<file path="config.mk">
export PLATFORM = sky130hd
export DESIGN_NAME = cpu_clock_source_switcher
export DESIGN_NICKNAME = d
export VERILOG_FILES = /design/src/verilog/clk_switch_pkg.sv /design/src/verilog/cpu_clock_source_switcher.sv
export SDC_FILE = /design/constraint.sdc
export NUM_CORES = 1
export LEC_CHECK = 0
export BUFFER_PORTS_ARGS = -buffer_cell sky130_fd_sc_hd__buf_2
export CORE_ASPECT_RATIO = 0.8
export CORE_MARGIN = 4
export CORE_UTILIZATION = 25
export DETAILED_ROUTE_END_ITERATION = 16
export HOLD_SLACK_MARGIN = 0.15
export PLACE_DENSITY_LB_ADDON = 0.1
export SKIP_LAST_GASP = 1
export SLEW_MARGIN = 20
export SYNTH_ARGS = -nofsm -noshare
export SYNTH_HDL_FRONTEND = slang
export SYNTH_SLANG_ARGS = --single-unit
</file>
<file path="constraint.sdc">
create_clock -name pclk -period 2.51 [get_ports pclk]
set_input_delay 0.502 -clock pclk [delete_from_list [all_inputs] [get_ports pclk]]
set_output_delay 0.502 -clock pclk [all_outputs]
set_load 0.02 [all_outputs]
</file>
<file path="src/verilog/clk_switch_pkg.sv">
// Constants and types for the CPU clock source switcher
package clk_switch_pkg;

    // ------------------------------------------------------------
    // Register offsets (byte addresses on APB)
    // ------------------------------------------------------------
    localparam logic [7:0] OFS_SYSTEM_CLOCK_SELECT = 8'h00;
    localparam logic [7:0] OFS_SPEED_MODE_CONTROL = 8'h04;
    localparam logic [7:0] OFS_FAST_OSC_CONTROL = 8'h08;
    localparam logic [7:0] OFS_OSC_MODE_CONFIG = 8'h0c;
    localparam logic [7:0] OFS_OSC_RUN_CONTROL = 8'h10;
    localparam logic [7:0] OFS_STAB_COUNTER_STATUS = 8'h14;

    // ------------------------------------------------------------
    // Field positions
    // ------------------------------------------------------------
    // system_clock_select
    localparam int SCS_SUB_ACTIVE = 7;
    localparam int SCS_SUB_SELECT = 6;
    localparam int SCS_MAIN_ACTIVE = 5;
    localparam int SCS_MAIN_SELECT = 4;
    localparam int SCS_FIXED_ONE = 3;
    localparam int SCS_DIV_HIGH = 2;
    localparam int SCS_DIV_LOW = 0;
    // speed_mode_control
    localparam int SMC_HIGH_SPEED = 0;
    // fast_osc_control
    localparam int FOC_ACTIVE = 3;
    localparam int FOC_SELECT = 2;
    localparam int FOC_DISTRIBUTE = 1;
    localparam int FOC_ENABLE = 0;
    // osc_mode_config
    localparam int OMC_EXT_INPUT = 7;
    localparam int OMC_MAIN_PIN_MODE = 6;
    localparam int OMC_SUB_PIN_MODE = 4;
    localparam int OMC_MAIN_GAIN = 0;
    // osc_run_control
    localparam int ORC_MAIN_HALT = 7;
    localparam int ORC_SUB_HALT = 6;
    localparam int ORC_INT_HALT = 0;

    // ------------------------------------------------------------
    // Reset values
    // ------------------------------------------------------------
    localparam logic [2:0] RST_DIVIDER = 3'h1;
    localparam logic RST_MAIN_HALT = 1'b1;
    localparam logic RST_SUB_HALT = 1'b1;
    localparam logic RST_INT_HALT = 1'b0;

    // ------------------------------------------------------------
    // Stabilization counter: status bit 7 down to 0 set at 2**STAB_TAP7 down to 2**STAB_TAP0 cycles
    // ------------------------------------------------------------
    localparam int STAB_CNT_W = 19;
    localparam int STAB_TAP7 = 8;
    localparam int STAB_TAP6 = 9;
    localparam int STAB_TAP5 = 10;
    localparam int STAB_TAP4 = 11;
    localparam int STAB_TAP3 = 13;
    localparam int STAB_TAP2 = 15;
    localparam int STAB_TAP1 = 17;
    localparam int STAB_TAP0 = 18;

    // ------------------------------------------------------------
    // Handover timing
    // ------------------------------------------------------------
    localparam int GATE_TIME_NS = 100;
    localparam int PCLK_PERIOD_NS = 50;
    localparam int GATE_CYCLES = (GATE_TIME_NS + PCLK_PERIOD_NS - 1) / PCLK_PERIOD_NS;

    // ------------------------------------------------------------
    // Types
    // ------------------------------------------------------------
    typedef enum logic [1:0] {
        SRC_INT8,
        SRC_INT40,
        SRC_MAIN,
        SRC_SUB
    } clk_src_t;

    typedef struct packed {
        logic ext_input;
        logic main_pin_mode;
        logic sub_pin_mode;
        logic main_gain;
        logic main_halt;
        logic sub_halt;
        logic int_halt;
        logic fast_enable;
    } osc_ctrl_t;

    typedef struct packed {
        clk_src_t src;
        logic [2:0] divider;
        logic gate_on;
        logic timer_full_rate;
        logic cpu_half_rate;
        logic high_speed;
    } clk_route_t;

endpackage

</file>
<file path="src/verilog/cpu_clock_source_switcher.sv">
// CPU clock source switcher: APB registers, glitch-free source handover, stabilization counter
//
// Contract
// Reset selects 8 MHz divided by two, 09H.
// Divider from bits 2..0; bit 3 one.
// Software waits 10 us after high-speed bit.
// High-speed bit tracks clock above 10 MHz.
// Enable bit starts 40 MHz; wait 100 us.
// Distribute: full rate timers, half CPU.
// Select switches internal source to 40 MHz.
// Fast status set once 40 MHz used.
// Main pin mode bit sets oscillator pins.
// Gain bit chosen by crystal frequency.
// Sub pin mode bit 4; absent variants zero.
// Clearing main halt starts main oscillator.
// Clearing sub halt starts sub oscillator.
// Stabilization status bits set progressively.
// Main select makes main crystal source.
// Main status set once main drives CPU.
// Sub select makes sub crystal source.
// Sub status set once sub drives CPU.
// Software times sub oscillator stabilization.
// Mode config accepts one write only.
// High-speed bit may stay zero if divided.
// Internal 8 MHz halt on bit 0.
// Return to 8 MHz clears three bits.
// Switches glitch-free; status after handover.
// Counter clears halted, counts main cycles.
`timescale 1ns/1ns

module cpu_clock_source_switcher
    import clk_switch_pkg::*;
#(
    parameter bit HAS_SUB = 1'b1,
    parameter int HANDOVER_GAP = GATE_CYCLES
) (
    input wire logic pclk,
    input wire logic presetn,
    input wire logic psel,
    input wire logic penable,
    input wire logic pwrite,
    input wire logic [7:0] paddr,
    input wire logic [31:0] pwdata,
    output logic [31:0] prdata,
    output logic pready,
    output logic pslverr,
    input wire logic main_crystal_osc,
    output osc_ctrl_t osc_ctrl,
    output clk_route_t clk_route
);

    // ------------------------------------------------------------
    // Elaboration checks
    // ------------------------------------------------------------
    if (HANDOVER_GAP < 1 || HANDOVER_GAP > 255) begin : gap_check
        $error("HANDOVER_GAP must be 1 to 255");
    end

    // ------------------------------------------------------------
    // Declarations
    // ------------------------------------------------------------
    typedef enum {
        ST_RUN,
        ST_GATE,
        ST_LOAD
    } hand_state_t;

    logic pready_q;
    logic pslverr_q;
    logic [31:0] prdata_q;
    logic [2:0] divider_q;
    logic main_select_q;
    logic sub_select_q;
    logic high_speed_q;
    logic fast_enable_q;
    logic fast_distribute_q;
    logic fast_select_q;
    logic mode_written_q;
    logic ext_input_q;
    logic main_pin_mode_q;
    logic sub_pin_mode_q;
    logic main_gain_q;
    logic main_halt_q;
    logic sub_halt_q;
    logic int_halt_q;
    logic [2:0] osc_sync_q;
    logic [STAB_CNT_W-1:0] stab_cnt_q;
    logic [7:0] stab_status;
    hand_state_t hand_state_q;
    clk_src_t active_src_q;
    clk_src_t target_src_q;
    clk_src_t wanted_src;
    logic gate_on_q;
    logic [7:0] gap_cnt_q;
    logic wr_en;
    logic rd_en;
    logic addr_ok;
    logic [7:0] rd_byte;
    osc_ctrl_t osc_ctrl_q;
    clk_route_t clk_route_q;

    // ------------------------------------------------------------
    // APB slave: one wait state, registered answer
    // ------------------------------------------------------------
    function automatic logic mapped(input logic [7:0] a);
        mapped = (a == OFS_SYSTEM_CLOCK_SELECT) || (a == OFS_SPEED_MODE_CONTROL) ||
                 (a == OFS_FAST_OSC_CONTROL) || (a == OFS_OSC_MODE_CONFIG) ||
                 (a == OFS_OSC_RUN_CONTROL) || (a == OFS_STAB_COUNTER_STATUS);
    endfunction

    assign addr_ok = mapped(paddr);
    assign wr_en = psel && penable && pready_q && pwrite && addr_ok;
    assign rd_en = psel && penable && !pready_q && !pwrite;

    always_comb begin
        rd_byte = 8'h00;
        case (paddr)
            OFS_SYSTEM_CLOCK_SELECT: begin
                rd_byte[SCS_SUB_ACTIVE] = HAS_SUB && (active_src_q == SRC_SUB);
                rd_byte[SCS_SUB_SELECT] = sub_select_q;
                rd_byte[SCS_MAIN_ACTIVE] = (active_src_q == SRC_MAIN);
                rd_byte[SCS_MAIN_SELECT] = main_select_q;
                rd_byte[SCS_FIXED_ONE] = 1'b1;
                rd_byte[SCS_DIV_HIGH:SCS_DIV_LOW] = divider_q;
            end
            OFS_SPEED_MODE_CONTROL: begin
                rd_byte[SMC_HIGH_SPEED] = high_speed_q;
            end
            OFS_FAST_OSC_CONTROL: begin
                rd_byte[FOC_ACTIVE] = (active_src_q == SRC_INT40);
                rd_byte[FOC_SELECT] = fast_select_q;
                rd_byte[FOC_DISTRIBUTE] = fast_distribute_q;
                rd_byte[FOC_ENABLE] = fast_enable_q;
            end
            OFS_OSC_MODE_CONFIG: begin
                rd_byte[OMC_EXT_INPUT] = ext_input_q;
                rd_byte[OMC_MAIN_PIN_MODE] = main_pin_mode_q;
                rd_byte[OMC_SUB_PIN_MODE] = sub_pin_mode_q;
                rd_byte[OMC_MAIN_GAIN] = main_gain_q;
            end
            OFS_OSC_RUN_CONTROL: begin
                rd_byte[ORC_MAIN_HALT] = main_halt_q;
                rd_byte[ORC_SUB_HALT] = sub_halt_q;
                rd_byte[ORC_INT_HALT] = int_halt_q;
            end
            OFS_STAB_COUNTER_STATUS: begin
                rd_byte = stab_status;
            end
            default: begin
                rd_byte = 8'h00;
            end
        endcase
    end

    always_ff @(posedge pclk or negedge presetn) begin
        if (!presetn) begin
            pready_q <= 1'b0;
            pslverr_q <= 1'b0;
        end else begin
            pready_q <= psel && penable && !pready_q;
            pslverr_q <= psel && penable && !pready_q && !addr_ok;
        end
    end

    always_ff @(posedge pclk or negedge presetn) begin
        if (!presetn) begin
            prdata_q <= 32'h0000_0000;
        end else if (rd_en) begin
            prdata_q <= {24'h00_0000, rd_byte};
        end
    end

    // ------------------------------------------------------------
    // Clock select, divider and speed mode
    // ------------------------------------------------------------
    always_ff @(posedge pclk or negedge presetn) begin
        if (!presetn) begin
            divider_q <= RST_DIVIDER;
            main_select_q <= 1'b0;
            sub_select_q <= 1'b0;
        end else if (wr_en && paddr == OFS_SYSTEM_CLOCK_SELECT) begin
            divider_q <= pwdata[SCS_DIV_HIGH:SCS_DIV_LOW];
            main_select_q <= pwdata[SCS_MAIN_SELECT];
            sub_select_q <= HAS_SUB && pwdata[SCS_SUB_SELECT];
        end
    end

    always_ff @(posedge pclk or negedge presetn) begin
        if (!presetn) begin
            high_speed_q <= 1'b0;
        end else if (wr_en && paddr == OFS_SPEED_MODE_CONTROL) begin
            high_speed_q <= pwdata[SMC_HIGH_SPEED];
        end
    end

    // ------------------------------------------------------------
    // 40 MHz oscillator control
    // ------------------------------------------------------------
    always_ff @(posedge pclk or negedge presetn) begin
        if (!presetn) begin
            fast_enable_q <= 1'b0;
            fast_distribute_q <= 1'b0;
            fast_select_q <= 1'b0;
        end else if (wr_en && paddr == OFS_FAST_OSC_CONTROL) begin
            fast_enable_q <= pwdata[FOC_ENABLE];
            fast_distribute_q <= pwdata[FOC_DISTRIBUTE];
            fast_select_q <= pwdata[FOC_SELECT];
        end
    end

    // ------------------------------------------------------------
    // Oscillator mode configuration, write once after reset
    // ------------------------------------------------------------
    always_ff @(posedge pclk or negedge presetn) begin
        if (!presetn) begin
            mode_written_q <= 1'b0;
            ext_input_q <= 1'b0;
            main_pin_mode_q <= 1'b0;
            sub_pin_mode_q <= 1'b0;
            main_gain_q <= 1'b0;
        end else if (wr_en && paddr == OFS_OSC_MODE_CONFIG && !mode_written_q) begin
            mode_written_q <= 1'b1;
            ext_input_q <= pwdata[OMC_EXT_INPUT];
            main_pin_mode_q <= pwdata[OMC_MAIN_PIN_MODE];
            sub_pin_mode_q <= HAS_SUB && pwdata[OMC_SUB_PIN_MODE];
            main_gain_q <= pwdata[OMC_MAIN_GAIN];
        end
    end

    // ------------------------------------------------------------
    // Oscillator run control
    // ------------------------------------------------------------
    always_ff @(posedge pclk or negedge presetn) begin
        if (!presetn) begin
            main_halt_q <= RST_MAIN_HALT;
            sub_halt_q <= RST_SUB_HALT;
            int_halt_q <= RST_INT_HALT;
        end else if (wr_en && paddr == OFS_OSC_RUN_CONTROL) begin
            main_halt_q <= pwdata[ORC_MAIN_HALT];
            sub_halt_q <= !HAS_SUB || pwdata[ORC_SUB_HALT];
            int_halt_q <= pwdata[ORC_INT_HALT];
        end
    end

    // ------------------------------------------------------------
    // Stabilization counter on main oscillator edges
    // ------------------------------------------------------------
    always_ff @(posedge pclk or negedge presetn) begin
        if (!presetn) begin
            osc_sync_q <= 3'h0;
        end else begin
            osc_sync_q <= {osc_sync_q[1:0], main_crystal_osc};
        end
    end

    always_ff @(posedge pclk or negedge presetn) begin
        if (!presetn) begin
            stab_cnt_q <= '0;
        end else if (main_halt_q) begin
            stab_cnt_q <= '0;
        end else if (osc_sync_q[1] && !osc_sync_q[2] && !stab_cnt_q[STAB_CNT_W-1]) begin
            stab_cnt_q <= stab_cnt_q + 1'b1;
        end
    end

    // Saturates once the top tap is reached, so every bit stays set
    assign stab_status = {
        stab_cnt_q >= (STAB_CNT_W'(1) << STAB_TAP7),
        stab_cnt_q >= (STAB_CNT_W'(1) << STAB_TAP6),
        stab_cnt_q >= (STAB_CNT_W'(1) << STAB_TAP5),
        stab_cnt_q >= (STAB_CNT_W'(1) << STAB_TAP4),
        stab_cnt_q >= (STAB_CNT_W'(1) << STAB_TAP3),
        stab_cnt_q >= (STAB_CNT_W'(1) << STAB_TAP2),
        stab_cnt_q >= (STAB_CNT_W'(1) << STAB_TAP1),
        stab_cnt_q >= (STAB_CNT_W'(1) << STAB_TAP0)
    };

    // ------------------------------------------------------------
    // Source request and glitch-free handover
    // ------------------------------------------------------------
    always_comb begin
        if (sub_select_q) begin
            wanted_src = SRC_SUB;
        end else if (main_select_q) begin
            wanted_src = SRC_MAIN;
        end else if (fast_select_q && fast_enable_q && fast_distribute_q) begin
            wanted_src = SRC_INT40;
        end else begin
            wanted_src = SRC_INT8;
        end
    end

    // Clock is gated off for the gap, then the new source is loaded
    always_ff @(posedge pclk or negedge presetn) begin
        if (!presetn) begin
            hand_state_q <= ST_RUN;
            active_src_q <= SRC_INT8;
            target_src_q <= SRC_INT8;
            gate_on_q <= 1'b1;
            gap_cnt_q <= 8'h00;
        end else begin
            case (hand_state_q)
                ST_RUN: begin
                    if (wanted_src != active_src_q) begin
                        hand_state_q <= ST_GATE;
                        target_src_q <= wanted_src;
                        gate_on_q <= 1'b0;
                        gap_cnt_q <= 8'(HANDOVER_GAP);
                    end
                end
                ST_GATE: begin
                    if (gap_cnt_q == 8'h01) begin
                        hand_state_q <= ST_LOAD;
                        active_src_q <= target_src_q;
                    end
                    gap_cnt_q <= gap_cnt_q - 8'h01;
                end
                ST_LOAD: begin
                    hand_state_q <= ST_RUN;
                    gate_on_q <= 1'b1;
                end
                default: begin
                    hand_state_q <= ST_RUN;
                    gate_on_q <= 1'b1;
                end
            endcase
        end
    end

    // ------------------------------------------------------------
    // Output registers
    // ------------------------------------------------------------
    always_ff @(posedge pclk or negedge presetn) begin
        if (!presetn) begin
            osc_ctrl_q <= '{ext_input: 1'b0, main_pin_mode: 1'b0, sub_pin_mode: 1'b0, main_gain: 1'b0,
                            main_halt: RST_MAIN_HALT, sub_halt: RST_SUB_HALT, int_halt: RST_INT_HALT,
                            fast_enable: 1'b0};
        end else begin
            osc_ctrl_q.ext_input <= ext_input_q;
            osc_ctrl_q.main_pin_mode <= main_pin_mode_q;
            osc_ctrl_q.sub_pin_mode <= sub_pin_mode_q;
            osc_ctrl_q.main_gain <= main_gain_q;
            osc_ctrl_q.main_halt <= main_halt_q;
            osc_ctrl_q.sub_halt <= sub_halt_q;
            osc_ctrl_q.int_halt <= int_halt_q;
            osc_ctrl_q.fast_enable <= fast_enable_q;
        end
    end

    always_ff @(posedge pclk or negedge presetn) begin
        if (!presetn) begin
            clk_route_q <= '{src: SRC_INT8, divider: RST_DIVIDER, gate_on: 1'b1, timer_full_rate: 1'b0,
                             cpu_half_rate: 1'b0, high_speed: 1'b0};
        end else begin
            clk_route_q.src <= active_src_q;
            clk_route_q.divider <= divider_q;
            clk_route_q.gate_on <= gate_on_q;
            clk_route_q.timer_full_rate <= fast_distribute_q && fast_enable_q;
            clk_route_q.cpu_half_rate <= fast_distribute_q && fast_enable_q;
            clk_route_q.high_speed <= high_speed_q;
        end
    end

    assign prdata = prdata_q;
    assign pready = pready_q;
    assign pslverr = pslverr_q;
    assign osc_ctrl = osc_ctrl_q;
    assign clk_route = clk_route_q;

endmodule

</file>
==> metrics.md <==
| Metric | Value |
|---|---|
| H-tree depth | 3 |
| CP max stage delay | 0.53 ns |
| Crit path time final | 2.05 ns |
| Hold buffers post-CTS | 1 |
| Remaining Overflow, GRT | 0 |
| Synthesized area | 0.00378 mm^2 |
| Nets | 460 |
| Seq cells post-synth | 80 |
| Footprint of the multi-input gates | 0.00158 mm^2 |
| Cell Area, Placed | 0.00417 mm^2 |
| Final hold violation count | 0 |
| First-pass GRT wire length | 15.2 mm |
| Hold path cells | 1 |
| Fin area | 0.00451 mm^2 |
| Seq/Total Area, Yosys | 0.532 |
| Total global routing track utilization | 0.110 |
| Ys async rst share | 1.00 |
| DIE WIDTH | 146 um |
| Synth area leader | dfrtp_1 |
| WP data arrival | 2.30 ns |
| Dpl hpwl | 6.46 mm |
| Ant diodes | 0 |
| Die Y-Extent | 118 um |
| DRC errors left | 0 |
| Share of cells above drive strength 1 | 0.243 |
| Gate Count Post-Synth | 357 |
| Routed length per instance | 15.1 um |
| Outcome | complete, no violations |
| CP max FO | 9 |
| PortBufs | 46 |
| Top-area cell type share of the netlist area | 0.476 |
| Avg Inst Size Synth | 10.6 um^2 |
| Setup Crit Path Kind | flop to flop |
| Starting DRC count in detailed routing | 197 |
| FILL cells | 1506 |
| CTS clock-pin slew for the worst setup and hold paths | 0.06 ns |
| WP depth | 4 |
| Area Growth Syn to Fin | 19.3% |
| EDFF count, synth | 0 |
| Routed Antenna Nets | 0 |
| Top cells by area, synth | dfrtp_1, mux2_2, dfstp_2 |
| Clock latency on the worst-skew pair | 0.34 ns |
| Critical Path Sink Type | flop |
| Min-Delay Path Class | input port to flop |
| Post-CTS Setup Bufs | 0 |
| CTS buffer count | 9 |
| Ports | 97 |
| Slew @ Worst Pin | 0.579 ns |
| Die Area | 0.0172 mm^2 |
| Ordered cell list for the critical path | or3b_4, or3_1, or4_1, a21oi_1 |
| PD cells | 782 mW/mm^2 |
| Synth warn | 0 |
| Clk root buf | clkbuf_16 |
| Final clock skew | 0.00999 ns |
| CP top delay family | simple AND/OR/NAND/NOR gates |
| Worst setup margin | 0.464 ns |
| Vias in the first global route | 2790 |
| RSZ-0062 raised after global routing | false |
| Ys flop type | dfrtp_1 |
| CP max-delay cell | or3_1 |
| CTS tree | done |
| Initial antenna violation count | 0 |
| Reg2Reg Depth | 4 |
| Resize count post-CTS | 0 |
| Peak supply drop | 0.000355 V |
| Worst path required time | 2.76 ns |
| Max Cap Viol | 0 |
| Placement Setup Slack | 0.287 ns |
| Vias | 2749 |
| Core Area | 0.0145 mm^2 |
| Achievable Freq | 489 MHz |
| Final setup viols | 0 |
| Max_slew headroom | 0.611 |
| Slew Limit Fails | 0 |
| P_leak | 2.13 nW |
| Startpoint types | flop |
| Routability congestion estimate | 0.686 |
| Clock sink total | 80 |
| Largest net degree at the start of global routing | 53 |
| Max clock buf depth | 2 |
| DRT Pass-1 Iters | 7 |
| Initial cell density of the core | 0.260 |
| Tcrit/Tclk final | 0.815 |
| Setup_tns | 0 ns |
| Cell row count | 39 |
| Via/cell ratio | 4.59 |
| CP bufs+invs | 0 |
| Routed WL | 9.03 mm |
| Yosys cell types | 52 |
| Seq. cell area | 0.00201 mm^2 |
-- where the power goes --
group	switching [W]	internal, W
clock	0.000588	0.000893
combinational	0.000298	0.000188
sequential	0.000134	0.00143
total	0.00102	0.00251
-- cell usage in the layout, fill, tap and decap left out, types with 5 or more instances in the layout --
| cell type | count |
|---|---|
| buf_4 | 7 |
| xor2_1 | 7 |
| nor4_1 | 7 |
| xnor2_1 | 6 |
| and3_1 | 5 |
| or4_1 | 6 |
| dfstp_2 | 8 |
| inv_1 | 15 |
| nand2_1 | 31 |
| conb_1 | 24 |
| dfrtp_1 | 72 |
| mux2_2 | 19 |
| o31ai_1 | 6 |
| a21oi_1 | 20 |
| clkbuf_16 | 9 |
| nand4_1 | 6 |
| buf_2 | 45 |
| nor3_1 | 9 |
| nand3_1 | 7 |
| o21ai_0 | 12 |
| nor2_1 | 26 |
| or3_1 | 6 |
| nand2b_1 | 5 |
-- sequential cells by signal, indices dropped and copies added (netlist names), 3 cells and up --
signal,cells
prdata,8
divider_q,3
clk_route,8
osc_ctrl,8
gap_cnt_q,8
stab_cnt_q,19
osc_sync_q,3
-- layout make-up --
cell class / instances / area share
sequential: 80 / 0.446
clock buffer: 9 / 0.0499
clock inverter: 7 / 0.0236
timing repair buffer: 54 / 0.0682
multi-input combinational: 250 / 0.349
tap: 184 / 0.0510
inverter: 15 / 0.0125
-- per-layer routing --
| metal | part of all wire | track usage |
|---|---|---|
| met1 | 0.51 | 0.155 |
| met2 | 0.43 | 0.165 |
| met3 | 0.046 | 0.0339 |
| met4 | 0.0076 | 0.0249 |
| met5 | 0 | 0 |
-- cell families after synthesis --
group	synth area share
flip-flops	0.532
XOR/XNOR	0.0301
AO/OA/AOI/OAI	0.104
buffers and inverters	0.0747
other	0.000991
adder cells (fa/ha/maj)	0.0132
AND/OR/NAND/NOR	0.180
multiplexers	0.0651
-- path summary, 6_finish.rpt --
path | endpoint | slack (ns) | start
setup / recovery | stab_cnt_q[11]$_DFFE_PN0P_ | 0.46 | osc_sync_q[1]$_DFF_PN0_
hold / removal | osc_sync_q[0]$_DFF_PN0_ | 0.27 | main_crystal_osc
setup reg to reg | stab_cnt_q[11]$_DFFE_PN0P_ | 0.46 | osc_sync_q[1]$_DFF_PN0_
hold reg to reg | osc_sync_q[1]$_DFF_PN0_ | 0.36 | osc_sync_q[0]$_DFF_PN0_
max in group asynchronous | osc_ctrl[3]$_DFF_PN1_ | 1.18 | presetn
min in group asynchronous | clk_route[1]$_DFF_PN0_ | 0.63 | presetn
-- cells in the mapped netlist (all sizes together), types with 7 or more instances --
cell type / number
nand2: 31
nand3: 7
nor2: 26
dfrtp: 72
inv: 15
mux2: 19
clkbuf: 9
or4: 7
a21oi: 20
buf: 26
nor3: 9
xor2: 7
o21ai: 12
nor4: 8
dfstp: 8
-- stage by stage --
step	hold slack, ns	instances	total power, W	util
3_3_place_gp	0.336	582	0.00207	0.287
2_1_floorplan	0.206	380	0.00193	-
4_1_cts	0.257	599	0.00360	0.310
3_5_place_dp	0.344	582	0.00208	0.287
5_1_grt	0.249	599	0.00374	0.310
6_report	0.269	599	0.00353	0.310
No activity file was read; power rests on OpenSTA's default activity.
